## src/ttp_pkg.sv

```systemverilog
package ttp_pkg;
   localparam int NUM_CH = 3;
   localparam int CNT_W = 24;
   // ---------------------------------------------------------------
   // register map, one block of four words per channel
   // ---------------------------------------------------------------
   localparam logic [7:0] CH_STRIDE = 8'h10;
   localparam logic [3:0] OFF_CTRL = 4'h0;
   localparam logic [3:0] OFF_LOAD = 4'h4;
   localparam logic [3:0] OFF_DUTY = 4'h8;
   localparam logic [3:0] OFF_COUNT = 4'hC;
   localparam logic [7:0] OFF_IRQ_STATUS = 8'h30;
   localparam logic [7:0] OFF_IRQ_MASK = 8'h34;
   // ---------------------------------------------------------------
   // control/status word fields
   // ---------------------------------------------------------------
   localparam int CTRL_W = 9;
   localparam int BIT_EN = 0;
   localparam int MODE_LSB = 1;
   localparam int MODE_W = 3;
   localparam int BIT_GPIO_DIR = 4;
   localparam int BIT_GPIO_OUT = 5;
   localparam int BIT_EXT_CLK = 6;
   localparam int BIT_TIMER_FN = 7;
   localparam int BIT_PIN_LVL = 8;
   localparam logic [CTRL_W-1:0] CTRL_RST = 9'h000;
   localparam logic [CNT_W-1:0] LOAD_RST = 24'hFF_FFFF;
   localparam logic [CNT_W-1:0] DUTY_RST = 24'h00_0000;
   localparam logic [NUM_CH-1:0] MASK_RST = 3'h0;
   // ---------------------------------------------------------------
   // channel modes
   // ---------------------------------------------------------------
   localparam logic [MODE_W-1:0] MODE_EVENT = 3'h0;
   localparam logic [MODE_W-1:0] MODE_MEASURE = 3'h1;
   localparam logic [MODE_W-1:0] MODE_TIMER = 3'h2;
   localparam logic [MODE_W-1:0] MODE_WATCHDOG = 3'h3;
   localparam logic [MODE_W-1:0] MODE_PWM = 3'h4;
   // ---------------------------------------------------------------
   // bus slave state
   // ---------------------------------------------------------------
   typedef enum logic [1:0] {
      BUS_IDLE = 2'b01,
      BUS_RDWAIT = 2'b10
   } ttp_bus_st_t;
endpackage

```

## src/ttp_ch_if.sv

```systemverilog
`timescale 1ns/1ps
// settings flow from the register file into a channel, results flow back
interface ttp_ch_if;
   logic [ttp_pkg::CTRL_W-1:0] ctrl;
   logic ctrl_wr;
   logic [ttp_pkg::CNT_W-1:0] load;
   logic [ttp_pkg::CNT_W-1:0] duty;
   logic pin_lvl;
   logic stop;
   logic [ttp_pkg::CNT_W-1:0] count;
   logic done;
   logic pin_o;
   logic pin_oe;
   modport regs (output ctrl, ctrl_wr, load, duty, pin_lvl, stop,
                 input count, done, pin_o, pin_oe);
   modport chan (input ctrl, ctrl_wr, load, duty, pin_lvl, stop,
                 output count, done, pin_o, pin_oe);
endinterface

```

## src/ttp_channel.sv

```systemverilog
`timescale 1ns/1ps
module ttp_channel (
   input wire logic hclk,
   input wire logic hresetn,
   ttp_ch_if.chan ch
);
   logic [ttp_pkg::MODE_W-1:0] mode;
   logic en, ext_clk, timer_fn, out_mode, tick, match;
   logic lvl_q, rise, fall;
   logic [ttp_pkg::CNT_W-1:0] cnt_q;
   logic [ttp_pkg::CNT_W-1:0] cap_q;
   logic wd_q;
   logic tog_q;

   // ---------------------------------------------------------------
   // decode
   // ---------------------------------------------------------------
   assign mode = ch.ctrl[ttp_pkg::MODE_LSB +: ttp_pkg::MODE_W];
   assign en = ch.ctrl[ttp_pkg::BIT_EN];
   assign ext_clk = ch.ctrl[ttp_pkg::BIT_EXT_CLK];
   assign timer_fn = ch.ctrl[ttp_pkg::BIT_TIMER_FN];
   // output-type modes own the pin, input-type modes listen to it
   assign out_mode = (mode == ttp_pkg::MODE_TIMER) ||
                     (mode == ttp_pkg::MODE_WATCHDOG) ||
                     (mode == ttp_pkg::MODE_PWM);
   assign rise = ch.pin_lvl & ~lvl_q;
   assign fall = ~ch.pin_lvl & lvl_q;
   // a tick is a clock, a pin edge, or a clock while the pin is high
   always_comb begin
      if (!en || ch.stop) begin
         tick = 1'b0;
      end else if (mode == ttp_pkg::MODE_MEASURE) begin
         tick = ch.pin_lvl;
      end else if (ext_clk && !out_mode) begin
         tick = rise;
      end else begin
         tick = 1'b1;
      end
   end
   assign match = tick && (cnt_q >= ch.load);

   // pin level history for edge detection, frozen while stopped
   always_ff @(posedge hclk or negedge hresetn) begin
      if (!hresetn) begin
         lvl_q <= 1'b0;
      end else if (!ch.stop) begin
         lvl_q <= ch.pin_lvl;
      end
   end

   // event counter: cleared by a control write, restarts after a match outside measurement mode, or on a rising pin edge in measurement mode
   always_ff @(posedge hclk or negedge hresetn) begin
      if (!hresetn) begin
         cnt_q <= '0;
      end else if (ch.ctrl_wr) begin
         cnt_q <= '0;
      end else if (en && !ch.stop && mode == ttp_pkg::MODE_MEASURE &&
                   rise) begin
         cnt_q <= '0;
      end else if (match && mode != ttp_pkg::MODE_MEASURE) begin
         cnt_q <= '0;
      end else if (tick) begin
         cnt_q <= cnt_q + 1'b1;
      end
   end

   // measurement captures the high time on the falling edge
   always_ff @(posedge hclk or negedge hresetn) begin
      if (!hresetn) begin
         cap_q <= '0;
      end else if (en && !ch.stop && mode == ttp_pkg::MODE_MEASURE &&
                   fall) begin
         cap_q <= cnt_q;
      end
   end

   // completion pulse, one cycle per match or per measured pulse
   always_ff @(posedge hclk or negedge hresetn) begin
      if (!hresetn) begin
         ch.done <= 1'b0;
      end else if (mode == ttp_pkg::MODE_MEASURE) begin
         ch.done <= en && !ch.stop && fall;
      end else begin
         ch.done <= match && mode != ttp_pkg::MODE_MEASURE;
      end
   end

   // timer toggles, watchdog latches until the control word is rewritten
   always_ff @(posedge hclk or negedge hresetn) begin
      if (!hresetn) begin
         tog_q <= 1'b0;
         wd_q <= 1'b0;
      end else if (ch.ctrl_wr) begin
         tog_q <= 1'b0;
         wd_q <= 1'b0;
      end else if (match) begin
         tog_q <= ~tog_q;
         wd_q <= 1'b1;
      end
   end

   // pin drive; nothing changes while stopped so the last level stays
   always_ff @(posedge hclk or negedge hresetn) begin
      if (!hresetn) begin
         ch.pin_o <= 1'b0;
         ch.pin_oe <= 1'b0;
      end else if (!ch.stop) begin
         if (!timer_fn) begin
            ch.pin_oe <= ch.ctrl[ttp_pkg::BIT_GPIO_DIR];
            ch.pin_o <= ch.ctrl[ttp_pkg::BIT_GPIO_OUT];
         end else begin
            ch.pin_oe <= out_mode;
            case (mode)
               ttp_pkg::MODE_TIMER: ch.pin_o <= tog_q;
               ttp_pkg::MODE_WATCHDOG: ch.pin_o <= wd_q;
               ttp_pkg::MODE_PWM: ch.pin_o <= en && (cnt_q < ch.duty);
               default: ch.pin_o <= 1'b0;
            endcase
         end
      end
   end

   // count readback shows the capture in measurement mode
   assign ch.count = (mode == ttp_pkg::MODE_MEASURE) ? cap_q : cnt_q;
endmodule

```

## src/ttp_top.sv

```systemverilog
`timescale 1ns/1ps
module ttp_top (
   input wire logic hclk,
   input wire logic hresetn,
   input wire logic hsel,
   input wire logic [31:0] haddr,
   input wire logic [1:0] htrans,
   input wire logic hwrite,
   input wire logic [2:0] hsize,
   input wire logic [31:0] hwdata,
   input wire logic hready,
   output logic [31:0] hrdata,
   output logic hreadyout,
   output logic hresp,
   input wire logic stop_state,
   input wire logic wait_state,
   input wire logic [2:0] timer_io_pin_i,
   output logic [2:0] timer_io_pin_o,
   output logic [2:0] timer_io_pin_oe,
   output logic timer_irq
);
   // ---------------------------------------------------------------
   // storage
   // ---------------------------------------------------------------
   logic [ttp_pkg::CTRL_W-1:0] ctrl_q [ttp_pkg::NUM_CH];
   logic [ttp_pkg::CNT_W-1:0] load_q [ttp_pkg::NUM_CH];
   logic [ttp_pkg::CNT_W-1:0] duty_q [ttp_pkg::NUM_CH];
   logic [ttp_pkg::NUM_CH-1:0] ctrl_wr_q;
   logic [ttp_pkg::NUM_CH-1:0] status_q;
   logic [ttp_pkg::NUM_CH-1:0] status_d;
   logic [ttp_pkg::NUM_CH-1:0] mask_q;
   logic [ttp_pkg::NUM_CH-1:0] done;
   logic [ttp_pkg::NUM_CH-1:0] sync1_q;
   logic [ttp_pkg::NUM_CH-1:0] sync2_q;
   logic [ttp_pkg::NUM_CH-1:0] pin_o;
   logic [ttp_pkg::NUM_CH-1:0] pin_oe;
   logic [ttp_pkg::CNT_W-1:0] count [ttp_pkg::NUM_CH];
   logic wait_seen;

   // ---------------------------------------------------------------
   // bus slave signals
   // ---------------------------------------------------------------
   ttp_pkg::ttp_bus_st_t bus_q;
   logic addr_ok;
   logic wr_pend_q;
   logic [7:0] wr_addr_q;
   logic [7:0] rd_addr_q;
   logic [31:0] rd_mux;
   logic wr_now;
   logic [ttp_pkg::NUM_CH-1:0] w1c;

   // wait state is accepted and deliberately has no effect on pins
   assign wait_seen = wait_state;

   // ---------------------------------------------------------------
   // pin input synchronisers and channels
   // ---------------------------------------------------------------
   // two flops before any logic, the second feeds the channel
   always_ff @(posedge hclk or negedge hresetn) begin
      if (!hresetn) begin
         sync1_q <= '0;
         sync2_q <= '0;
      end else begin
         sync1_q <= timer_io_pin_i;
         sync2_q <= sync1_q;
      end
   end

   genvar gi;
   generate
      for (gi = 0; gi < ttp_pkg::NUM_CH; gi++) begin : g_ch
         ttp_ch_if cif ();
         assign cif.ctrl = ctrl_q[gi];
         assign cif.ctrl_wr = ctrl_wr_q[gi];
         assign cif.load = load_q[gi];
         assign cif.duty = duty_q[gi];
         assign cif.pin_lvl = sync2_q[gi];
         assign cif.stop = stop_state;
         assign count[gi] = cif.count;
         assign done[gi] = cif.done;
         assign pin_o[gi] = cif.pin_o;
         assign pin_oe[gi] = cif.pin_oe;
         // each channel is an independent copy of the same logic
         ttp_channel u_ch (
            .hclk(hclk),
            .hresetn(hresetn),
            .ch(cif.chan)
         );
      end
   endgenerate

   // pins come straight from the channel flops
   assign timer_io_pin_o = pin_o;
   assign timer_io_pin_oe = pin_oe;

   // ---------------------------------------------------------------
   // address phase
   // ---------------------------------------------------------------
   // a transfer is taken when selected, NONSEQ/SEQ and bus ready
   assign addr_ok = hsel && hready && htrans[1];

   // writes finish with no wait; reads take one wait cycle so that a
   // write in the preceding data phase is always visible to them
   always_ff @(posedge hclk or negedge hresetn) begin
      if (!hresetn) begin
         bus_q <= ttp_pkg::BUS_IDLE;
         hreadyout <= 1'b1;
         wr_pend_q <= 1'b0;
         wr_addr_q <= 8'h00;
         rd_addr_q <= 8'h00;
      end else begin
         case (bus_q)
            ttp_pkg::BUS_IDLE: begin
               wr_pend_q <= addr_ok && hwrite;
               if (addr_ok) begin
                  wr_addr_q <= haddr[7:0];
                  rd_addr_q <= haddr[7:0];
               end
               if (addr_ok && !hwrite) begin
                  bus_q <= ttp_pkg::BUS_RDWAIT;
                  hreadyout <= 1'b0;
               end
            end
            ttp_pkg::BUS_RDWAIT: begin
               wr_pend_q <= 1'b0;
               bus_q <= ttp_pkg::BUS_IDLE;
               hreadyout <= 1'b1;
            end
            default: begin
               bus_q <= ttp_pkg::BUS_IDLE;
               hreadyout <= 1'b1;
               wr_pend_q <= 1'b0;
            end
         endcase
      end
   end

   // the slave never reports an error
   always_ff @(posedge hclk or negedge hresetn) begin
      if (!hresetn) begin
         hresp <= 1'b0;
      end else begin
         hresp <= 1'b0;
      end
   end

   assign wr_now = wr_pend_q;

   // ---------------------------------------------------------------
   // read path
   // ---------------------------------------------------------------
   // unmapped and reserved locations read as zero
   always_comb begin
      rd_mux = 32'h0000_0000;
      for (int i = 0; i < ttp_pkg::NUM_CH; i++) begin
         if (rd_addr_q[7:4] == 4'(i)) begin
            case (rd_addr_q[3:0])
               ttp_pkg::OFF_CTRL: begin
                  rd_mux[ttp_pkg::CTRL_W-1:0] = ctrl_q[i];
                  rd_mux[ttp_pkg::BIT_PIN_LVL] = sync2_q[i];
               end
               ttp_pkg::OFF_LOAD: rd_mux[ttp_pkg::CNT_W-1:0] = load_q[i];
               ttp_pkg::OFF_DUTY: rd_mux[ttp_pkg::CNT_W-1:0] = duty_q[i];
               ttp_pkg::OFF_COUNT: rd_mux[ttp_pkg::CNT_W-1:0] = count[i];
               default: rd_mux = 32'h0000_0000;
            endcase
         end
      end
      if (rd_addr_q == ttp_pkg::OFF_IRQ_STATUS) begin
         rd_mux[ttp_pkg::NUM_CH-1:0] = status_q;
      end
      if (rd_addr_q == ttp_pkg::OFF_IRQ_MASK) begin
         rd_mux[ttp_pkg::NUM_CH-1:0] = mask_q;
      end
   end

   // read data is loaded at the end of the wait cycle
   always_ff @(posedge hclk or negedge hresetn) begin
      if (!hresetn) begin
         hrdata <= 32'h0000_0000;
      end else if (bus_q == ttp_pkg::BUS_RDWAIT) begin
         hrdata <= rd_mux;
      end
   end

   // ---------------------------------------------------------------
   // per-channel writable registers
   // ---------------------------------------------------------------
   // the pin level bit is status only and is not stored
   always_ff @(posedge hclk or negedge hresetn) begin
      if (!hresetn) begin
         for (int i = 0; i < ttp_pkg::NUM_CH; i++) begin
            ctrl_q[i] <= ttp_pkg::CTRL_RST;
            load_q[i] <= ttp_pkg::LOAD_RST;
            duty_q[i] <= ttp_pkg::DUTY_RST;
         end
         ctrl_wr_q <= '0;
      end else begin
         ctrl_wr_q <= '0;
         for (int i = 0; i < ttp_pkg::NUM_CH; i++) begin
            if (wr_now && wr_addr_q[7:4] == 4'(i)) begin
               case (wr_addr_q[3:0])
                  ttp_pkg::OFF_CTRL: begin
                     ctrl_q[i] <= {1'b0,
                        hwdata[ttp_pkg::CTRL_W-2:0]};
                     ctrl_wr_q[i] <= 1'b1;
                  end
                  ttp_pkg::OFF_LOAD:
                     load_q[i] <= hwdata[ttp_pkg::CNT_W-1:0];
                  ttp_pkg::OFF_DUTY:
                     duty_q[i] <= hwdata[ttp_pkg::CNT_W-1:0];
                  default: ;
               endcase
            end
         end
      end
   end

   // ---------------------------------------------------------------
   // interrupt status, mask and output
   // ---------------------------------------------------------------
   // writing a one clears a bit, but a new event in that cycle wins
   assign w1c = (wr_now && wr_addr_q == ttp_pkg::OFF_IRQ_STATUS) ?
                hwdata[ttp_pkg::NUM_CH-1:0] : '0;
   assign status_d = (status_q & ~w1c) | done;

   always_ff @(posedge hclk or negedge hresetn) begin
      if (!hresetn) begin
         status_q <= '0;
      end else begin
         status_q <= status_d;
      end
   end

   always_ff @(posedge hclk or negedge hresetn) begin
      if (!hresetn) begin
         mask_q <= ttp_pkg::MASK_RST;
      end else if (wr_now && wr_addr_q == ttp_pkg::OFF_IRQ_MASK) begin
         mask_q <= hwdata[ttp_pkg::NUM_CH-1:0];
      end
   end

   // registered from the next status so the line follows it exactly
   // one edge later than the event, with no combinational path out
   always_ff @(posedge hclk or negedge hresetn) begin
      if (!hresetn) begin
         timer_irq <= 1'b0;
      end else begin
         timer_irq <= |(status_d & mask_q);
      end
   end
endmodule

```

## config.mk

```make
export PLATFORM = sky130hd
export DESIGN_NAME = ttp_top
export DESIGN_NICKNAME = d
export VERILOG_FILES = /design/src/ttp_pkg.sv /design/src/ttp_ch_if.sv /design/src/ttp_channel.sv /design/src/ttp_top.sv
export SDC_FILE = /design/constraint.sdc
export NUM_CORES = 1
export LEC_CHECK = 0
export BUFFER_PORTS_ARGS = -buffer_cell sky130_fd_sc_hd__buf_2
export CORE_MARGIN = 1.5
export CORE_UTILIZATION = 35
export CTS_BUF_LIST = sky130_fd_sc_hd__clkbuf_4 sky130_fd_sc_hd__clkbuf_8 sky130_fd_sc_hd__clkbuf_16
export CTS_CLUSTER_SIZE = 30
export DETAILED_ROUTE_END_ITERATION = 8
export RECOVER_POWER = 50
export REMOVE_ABC_BUFFERS = 1
export SLEW_MARGIN = 20
export SYNTH_ARGS = -nofsm -noshare
export SYNTH_HDL_FRONTEND = slang
export SYNTH_SLANG_ARGS = --single-unit
```

## constraint.sdc

```tcl
create_clock -name hclk -period 3 [get_ports hclk]
set_input_delay 0.3 -clock hclk [delete_from_list [all_inputs] [get_ports hclk]]
set_output_delay 0.3 -clock hclk [all_outputs]
set_load 0.03 [all_outputs]
```

Word-level counts from Yosys, hierarchy flattened
Cells that the tools add are included.
W data, S select, Z words.

storage, ports and cells
  bits in registers = 390
  input bits = 79
  word-level logic and storage cells = 241
  output and inout bits = 41

cells by class
  add/sub/neg operators = 3
  bitwise operators = 19
  $lt $le $gt $ge = 6
  equal/unequal tests = 25
  reduce and logical (&&, ||, !) cells = 73
  multiplexer cells = 71

operator list
  kind                     count
  $mux W24                 16
  $pmux W15 S4             2
  $pmux W9 S4              3
  $add A24 B1 Y24 const B  3
  $ge A24 B24 Y1           3
  $lt A24 B24 Y1           3
  $mux W32                 2
  $pmux W15 S3             1
  $mux W1                  37
  $logic_and A1 B1 Y1      36
  $reduce_and A2 Y1        10
  $eq A3 B2 Y1 const B     6
  $eq A8 B6 Y1 const B     2
  $mux W8                  2
  $reduce_bool A4 Y1       3
  $eq A3 B1 Y1 const B     3
  $eq A3 B3 Y1 const B     3
  $logic_or A1 B1 Y1       9
  $mux W3                  3
  $ne A3 B1 Y1 const B     3
  $not A1 Y1               9
  $pmux W1 S3              3
  $eq A4 B4 Y1 const B     2
  $logic_not A1 Y1         8
  other kinds (15)         25

Logic depth before layout (Yosys ltp)
  word-level depth = 13
  mapped depth = 10
  mapped depth without buffers = 8

Hierarchy
From an unflattened synthesis, not the netlist that was laid out.

second synthesis, totals
  cell total of the unflattened synthesis = 2086
  area total of the unflattened synthesis = 22809.4 µm²

by module, submodules not included
  module       area each (µm²)  seq. area each (µm²)  cells an instance  times used
  ttp_channel  4073.9           1351.3                429                3
  ttp_top      10587.7          5571.6                799                1

Least setup slack after synthesis
No wires, ideal clock.

  kind = register to register
  start = register load_q (netlist bit g_ch[0].cif.load[7])
  end = register g_ch[0].u_ch.cnt_q[12] (netlist name)
  required time = 2.928 ns
  period minus slack after synthesis = 2.495 ns
  data arrival time = 2.423 ns
  library setup time = 0.072 ns
  path slack = 0.505 ns
  path buffers = 1
  stages on the path, launching flop included = 10
  cell sequence = dfstp_2 > inv_1 > ha_1 > a22o_1 > nor4_1 > o21ai_0 > a2111oi_2 > o21ai_0 > clkbuf_1 > nor2_1

between the ends
  longest elaborated chain between the ends = 6
  elaborated cells between the ends (all ways) = 7
  those cells by class = order compare (1); mux (3); reduce/logical (3)

ends and longest elaborated chain
  what                               line               source
  from (decl)                        ttp_top.sv:26      logic [ttp_pkg::CNT_W-1:0] load_q [ttp_pkg::NUM_CH];
  from (signal, indexed assignment)  ttp_top.sv:194     load_q[i] <= ttp_pkg::LOAD_RST;
  from (signal, indexed assignment)  ttp_top.sv:209     load_q[i] <= hwdata[ttp_pkg::CNT_W-1:0];
  $ge A24 B24 Y1 (*)                 ttp_channel.sv:40  assign match = tick && (cnt_q >= ch.load);
  $logic_and A1 B1 Y1 (*)            ttp_channel.sv:40
  $logic_and A1 B1 Y1 (*)            ttp_channel.sv:60  end else if (match && mode != ttp_pkg::MODE_MEASURE) begin
  $mux W24                           ttp_channel.sv:60
  $mux W24                           ttp_channel.sv:57  end else if (en && !ch.stop && mode == ttp_pkg::MODE_MEASURE &&
  $mux W24                           ttp_channel.sv:55  end else if (ch.ctrl_wr) begin
  to (signal assigned)               ttp_channel.sv:63  cnt_q <= cnt_q + 1'b1;
  to (decl)                          ttp_channel.sv:10  logic [ttp_pkg::CNT_W-1:0] cnt_q;

Every way passes the cells marked *; elsewhere a longest branch is shown, timed or not.
A chain may end at the register's enable or synchronous reset.

Worst setup path after layout
  start = register load_q (netlist bit g_ch[0].cif.load[23])
  end = register g_ch[0].u_ch.tog_q

between the ends
  longest elaborated chain between the ends = 3

ends and longest elaborated chain
  what                          line               source
  $ge A24 B24 Y1                ttp_channel.sv:40
  $logic_and A1 B1 Y1           ttp_channel.sv:40
  $reduce_bool A2 Y1 (no line)  n/a
  to (signal assigned)          ttp_channel.sv:97  tog_q <= ~tog_q;
  to (decl)                     ttp_channel.sv:13  logic tog_q;

Every way passes these cells.

==> impl_metrics.csv <==
group,metric,value,unit
status,status,"finished, violations left",
status,violations,"max-capacitance violations, max-slew violations",
cts,clkSlewWorstSetupHoldPaths,0.07,ns
placement,gp_congestion,0.924,
worst_setup_path,reg2reg_slack,0.26,ns
route,dr.pass1.iters,9,
power,intPower,0.00995,W
floorplanning,dieArea,64200,um2
grt,antenna_found_initial,2,
power,power_frac_seq,42.3,%
placement,dp_hpwl,49300,um
power,combPwrFrac,16.9,%
grt,grt_max_degree,66,
hold_path,hold_start,"hwdata[18]",
worst_setup_path,r2r_start,"g_ch[0].cif.load[23]",
worst_setup_path,worst_ep_arrival_time,3.24,ns
placement,placed_cell_area,23800,um2
synthesis,synthFlopType,"dfrtp_1",
power,leakage,11.7,nW
flow_run,cap_violations,1,
cells_and_area,syn2layout_area_growth,15.6,%
sta,fin_skew,0.0138,ns
grt,grt_pass1_wl,104000,um
placement,numPortBuffers,73,
floorplanning,die_w,253,um
cts,cts.sinks,381,
floorplanning,core-area,61800,um2
sta,tightest_slew,1.80,ns
floorplanning,initial_core_util,35.5,%
route,vias,16900,
sta,fmax,0.365,GHz
worst_setup_path,cp.required,3.50,ns
route,via_per_inst,5.55,
worst_setup_path,crit_slowest_cell,"dfstp_2",
grt,grt.total_usage,21.2,%
grt,grt_use_met2,33.9,%
grt,met3_usage,3.67,%
route,drc,0,
cts,clk-insertion-delay-late,0.58,ns
floorplanning,io_pins,120,
route,drt_iter0_drc,1452,
hold_path,hold_end,"g_ch[2].cif.duty[18]",
power,p_switching,0.00412,W
sta,setup_viol,0,
cts,post_cts.repair.setup_buffers,0,
synthesis,ys_ff_latch,381,
cts,htree_levels,2,
power,p_clk_share,40.8,%
route,drt-total-wl,67200,um
worst_setup_path,criticalPathCategory,"register to register",
grt,grt_overflow,0,
worst_setup_path,worstPathCellList,"inv_1 > ha_1 > nand4_1 > nor3_1 > nor4b_1 > a2111oi_2 > buf_4 > or3_1 > a21oi_1",
cts,cts_buffers,44,
sta,fin_crit_sh,91.4,%
placement,pre_cts_ws,0.268,ns
cts,hold_buffers,13,
sta,worst_slack,0.257,ns
synthesis,synth_edf_count,0,
grt,top_usage_layer,"met2",
hold_path,holdPathStages,2,
grt,grt_pass1_vias,17100,
sta,hold_viol,0,
cts,cts_resized,0,
cells_and_area,final_common_cell,"dfrtp_1",
grt,grt_use_met1,29.2,%
floorplanning,fp-row-count,91,
cells_and_area,drive_gt1_share,29.5,%
synthesis,netlist_instances,2055,
route,detail_route.wl_per_cell,22.0,um
cts,clock_path_buffers,3,
power,total_power,0.0141,W
floorplanning,fp.dieH,253,um
cts,tritoncts,"done",
synthesis,ys_seq_area_share,43.9,%
worst_setup_path,path_buf_inv,2,
worst_setup_path,critPathTopFamily,"simple AND/OR/NAND/NOR gates",
sta,maxSlewViolCount,59,
sta,tns,0,ns
route,drtAntennaViolNets,0,
synthesis,syn_area_per_cell,10.7,um2
cts,cts-root-buf,"clkbuf_16",
power,power_density,555,nW/um2
cells_and_area,mostFrequentLayoutCells,"dfrtp_1, mux2_2, inv_1",
worst_setup_path,start_kind,"register",
worst_setup_path,reg2reg_to,"g_ch[0].u_ch.tog_q",
synthesis,syn_area,21900,um2
synthesis,yosys_warnings,0,
cells_and_area,final_area,25400,um2
sta,slew_headroom,-19.9,%
sta,rsz0062_at_grt,"false",
synthesis,ys_async_sr_fraction,100,%
cells_and_area,nNetsFinal,2404,
hold_path,hold_path_class,"primary input to register",
worst_setup_path,worstRegToRegCells,9,
power,sw_frac_of_total,29.3,%
worst_setup_path,cp-end-kind,"register",
worst_setup_path,max_stage_delay,0.54,ns
power,vdd_ir_drop_max,0.389,mV
synthesis,ys_types,85,
sta,period_minus_slack,2.74,ns
worst_setup_path,critPathMaxFanout,5,
[per-layer routing]
| layer | share of wire (%) | vias to the layer above | routed length (um) |
|---|---|---|---|
| li1 | - | 7748 | - |
| met1 | 45 | 8571 | 30400 |
| met2 | 46 | 527 | 30700 |
| met3 | 6.3 | 99 | 4220 |
| met4 | 2.8 | 0 | 1910 |
| met5 | 0 | - | 0 |
[how the worst max path moves through the flow]
| stage | from | endpoint | cells after the start |
|---|---|---|---|
| after CTS | g_ch[0].cif.load[23] | g_ch[0].u_ch.tog_q | 9 |
| after detailed placement | g_ch[0].cif.load[23] | g_ch[0].u_ch.tog_q | 9 |
| after global routing | hresetn | hrdata[0] | 3 |
| after floorplan | g_ch[2].cif.ctrl[2] | g_ch[2].u_ch.cap_q[10] | 3 |
| final | g_ch[0].cif.load[23] | g_ch[0].u_ch.tog_q | 9 |
| after global placement | g_ch[0].cif.load[7] | g_ch[0].u_ch.cnt_q[19] | 9 |
[synth_stat cells, drive strengths merged, types with 14 or more instances]
master / number / area (um2)
dfrtp: 308 / 7710
mux2: 287 / 3230
inv: 162 / 608
ha: 144 / 1800
nand2: 114 / 428
nor2: 110 / 488
o21ai: 101 / 505
a21oi: 99 / 495
dfstp: 73 / 1920
clkbuf: 64 / 241
buf: 55 / 330
nand3: 47 / 245
a222oi: 45 / 450
mux2i: 44 / 440
nand4: 40 / 250
nor3: 30 / 161
o22ai: 24 / 150
and3: 21 / 133
xnor2: 21 / 184
xor2: 20 / 175
o22a: 15 / 131
a211oi: 14 / 118
or3: 14 / 93.8
[cells by family after synthesis]
family / Yosys count / synth area share (%)
mux: 331 / 16.7
buf+inv: 281 / 5.38
fa+ha+maj: 144 / 8.21
simple gates: 455 / 11.0
xor+xnor: 41 / 1.64
compound gates: 421 / 13.2
flops: 381 / 43.9
other cells: 1 / 0.0171
[cell type report]
cell class                      instances  area [um2]
Sequential cell                       381        9630
Tap cell                              837        1050
Inverter                              162         608
Clock inverter                         16         215
Antenna cell                            1        2.50
Clock buffer                           65        1330
Multi-Input combinational cell       1401       11200
Fill cell                            5844       36500
Timing Repair Buffer                  191        1330
[stage by stage]
| stage | util, % | hold WS [ns] | cells |
|---|---|---|---|
| final | 41.0 | 0.101 | 3054 |
| after global routing | 41.0 | 0.106 | 3054 |
| after detailed placement | 38.4 | 0.307 | 2959 |
| after CTS | 41.1 | 0.0819 | 3053 |
| after global placement | 38.4 | 0.307 | 2959 |
| after floorplan | - | 0.00441 | 1944 |
[power by group through the flow]
stage / Combinational (W) / Clock (W) / Sequential, W
final: 0.00237 / 0.00575 / 0.00595
after global routing: 0.00261 / 0.00608 / 0.00600
after CTS: 0.00238 / 0.00587 / 0.00594
after detailed placement: 0.00236 / 0 / 0.00603
after global placement: 0.00231 / 0 / 0.00601
after floorplan: 0.00125 / 0 / 0.00602
[state kept, by name (all words and copies together) (netlist names), 8 cells and up]
signal           flops
g_ch.cif.load       72
g_ch.cif.ctrl       24
g_ch.cif.duty       72
g_ch.u_ch.cnt_q     72
g_ch.u_ch.cap_q     72
rd_addr_q            8
hrdata              24
No activity file was read; power rests on OpenSTA's default activity.
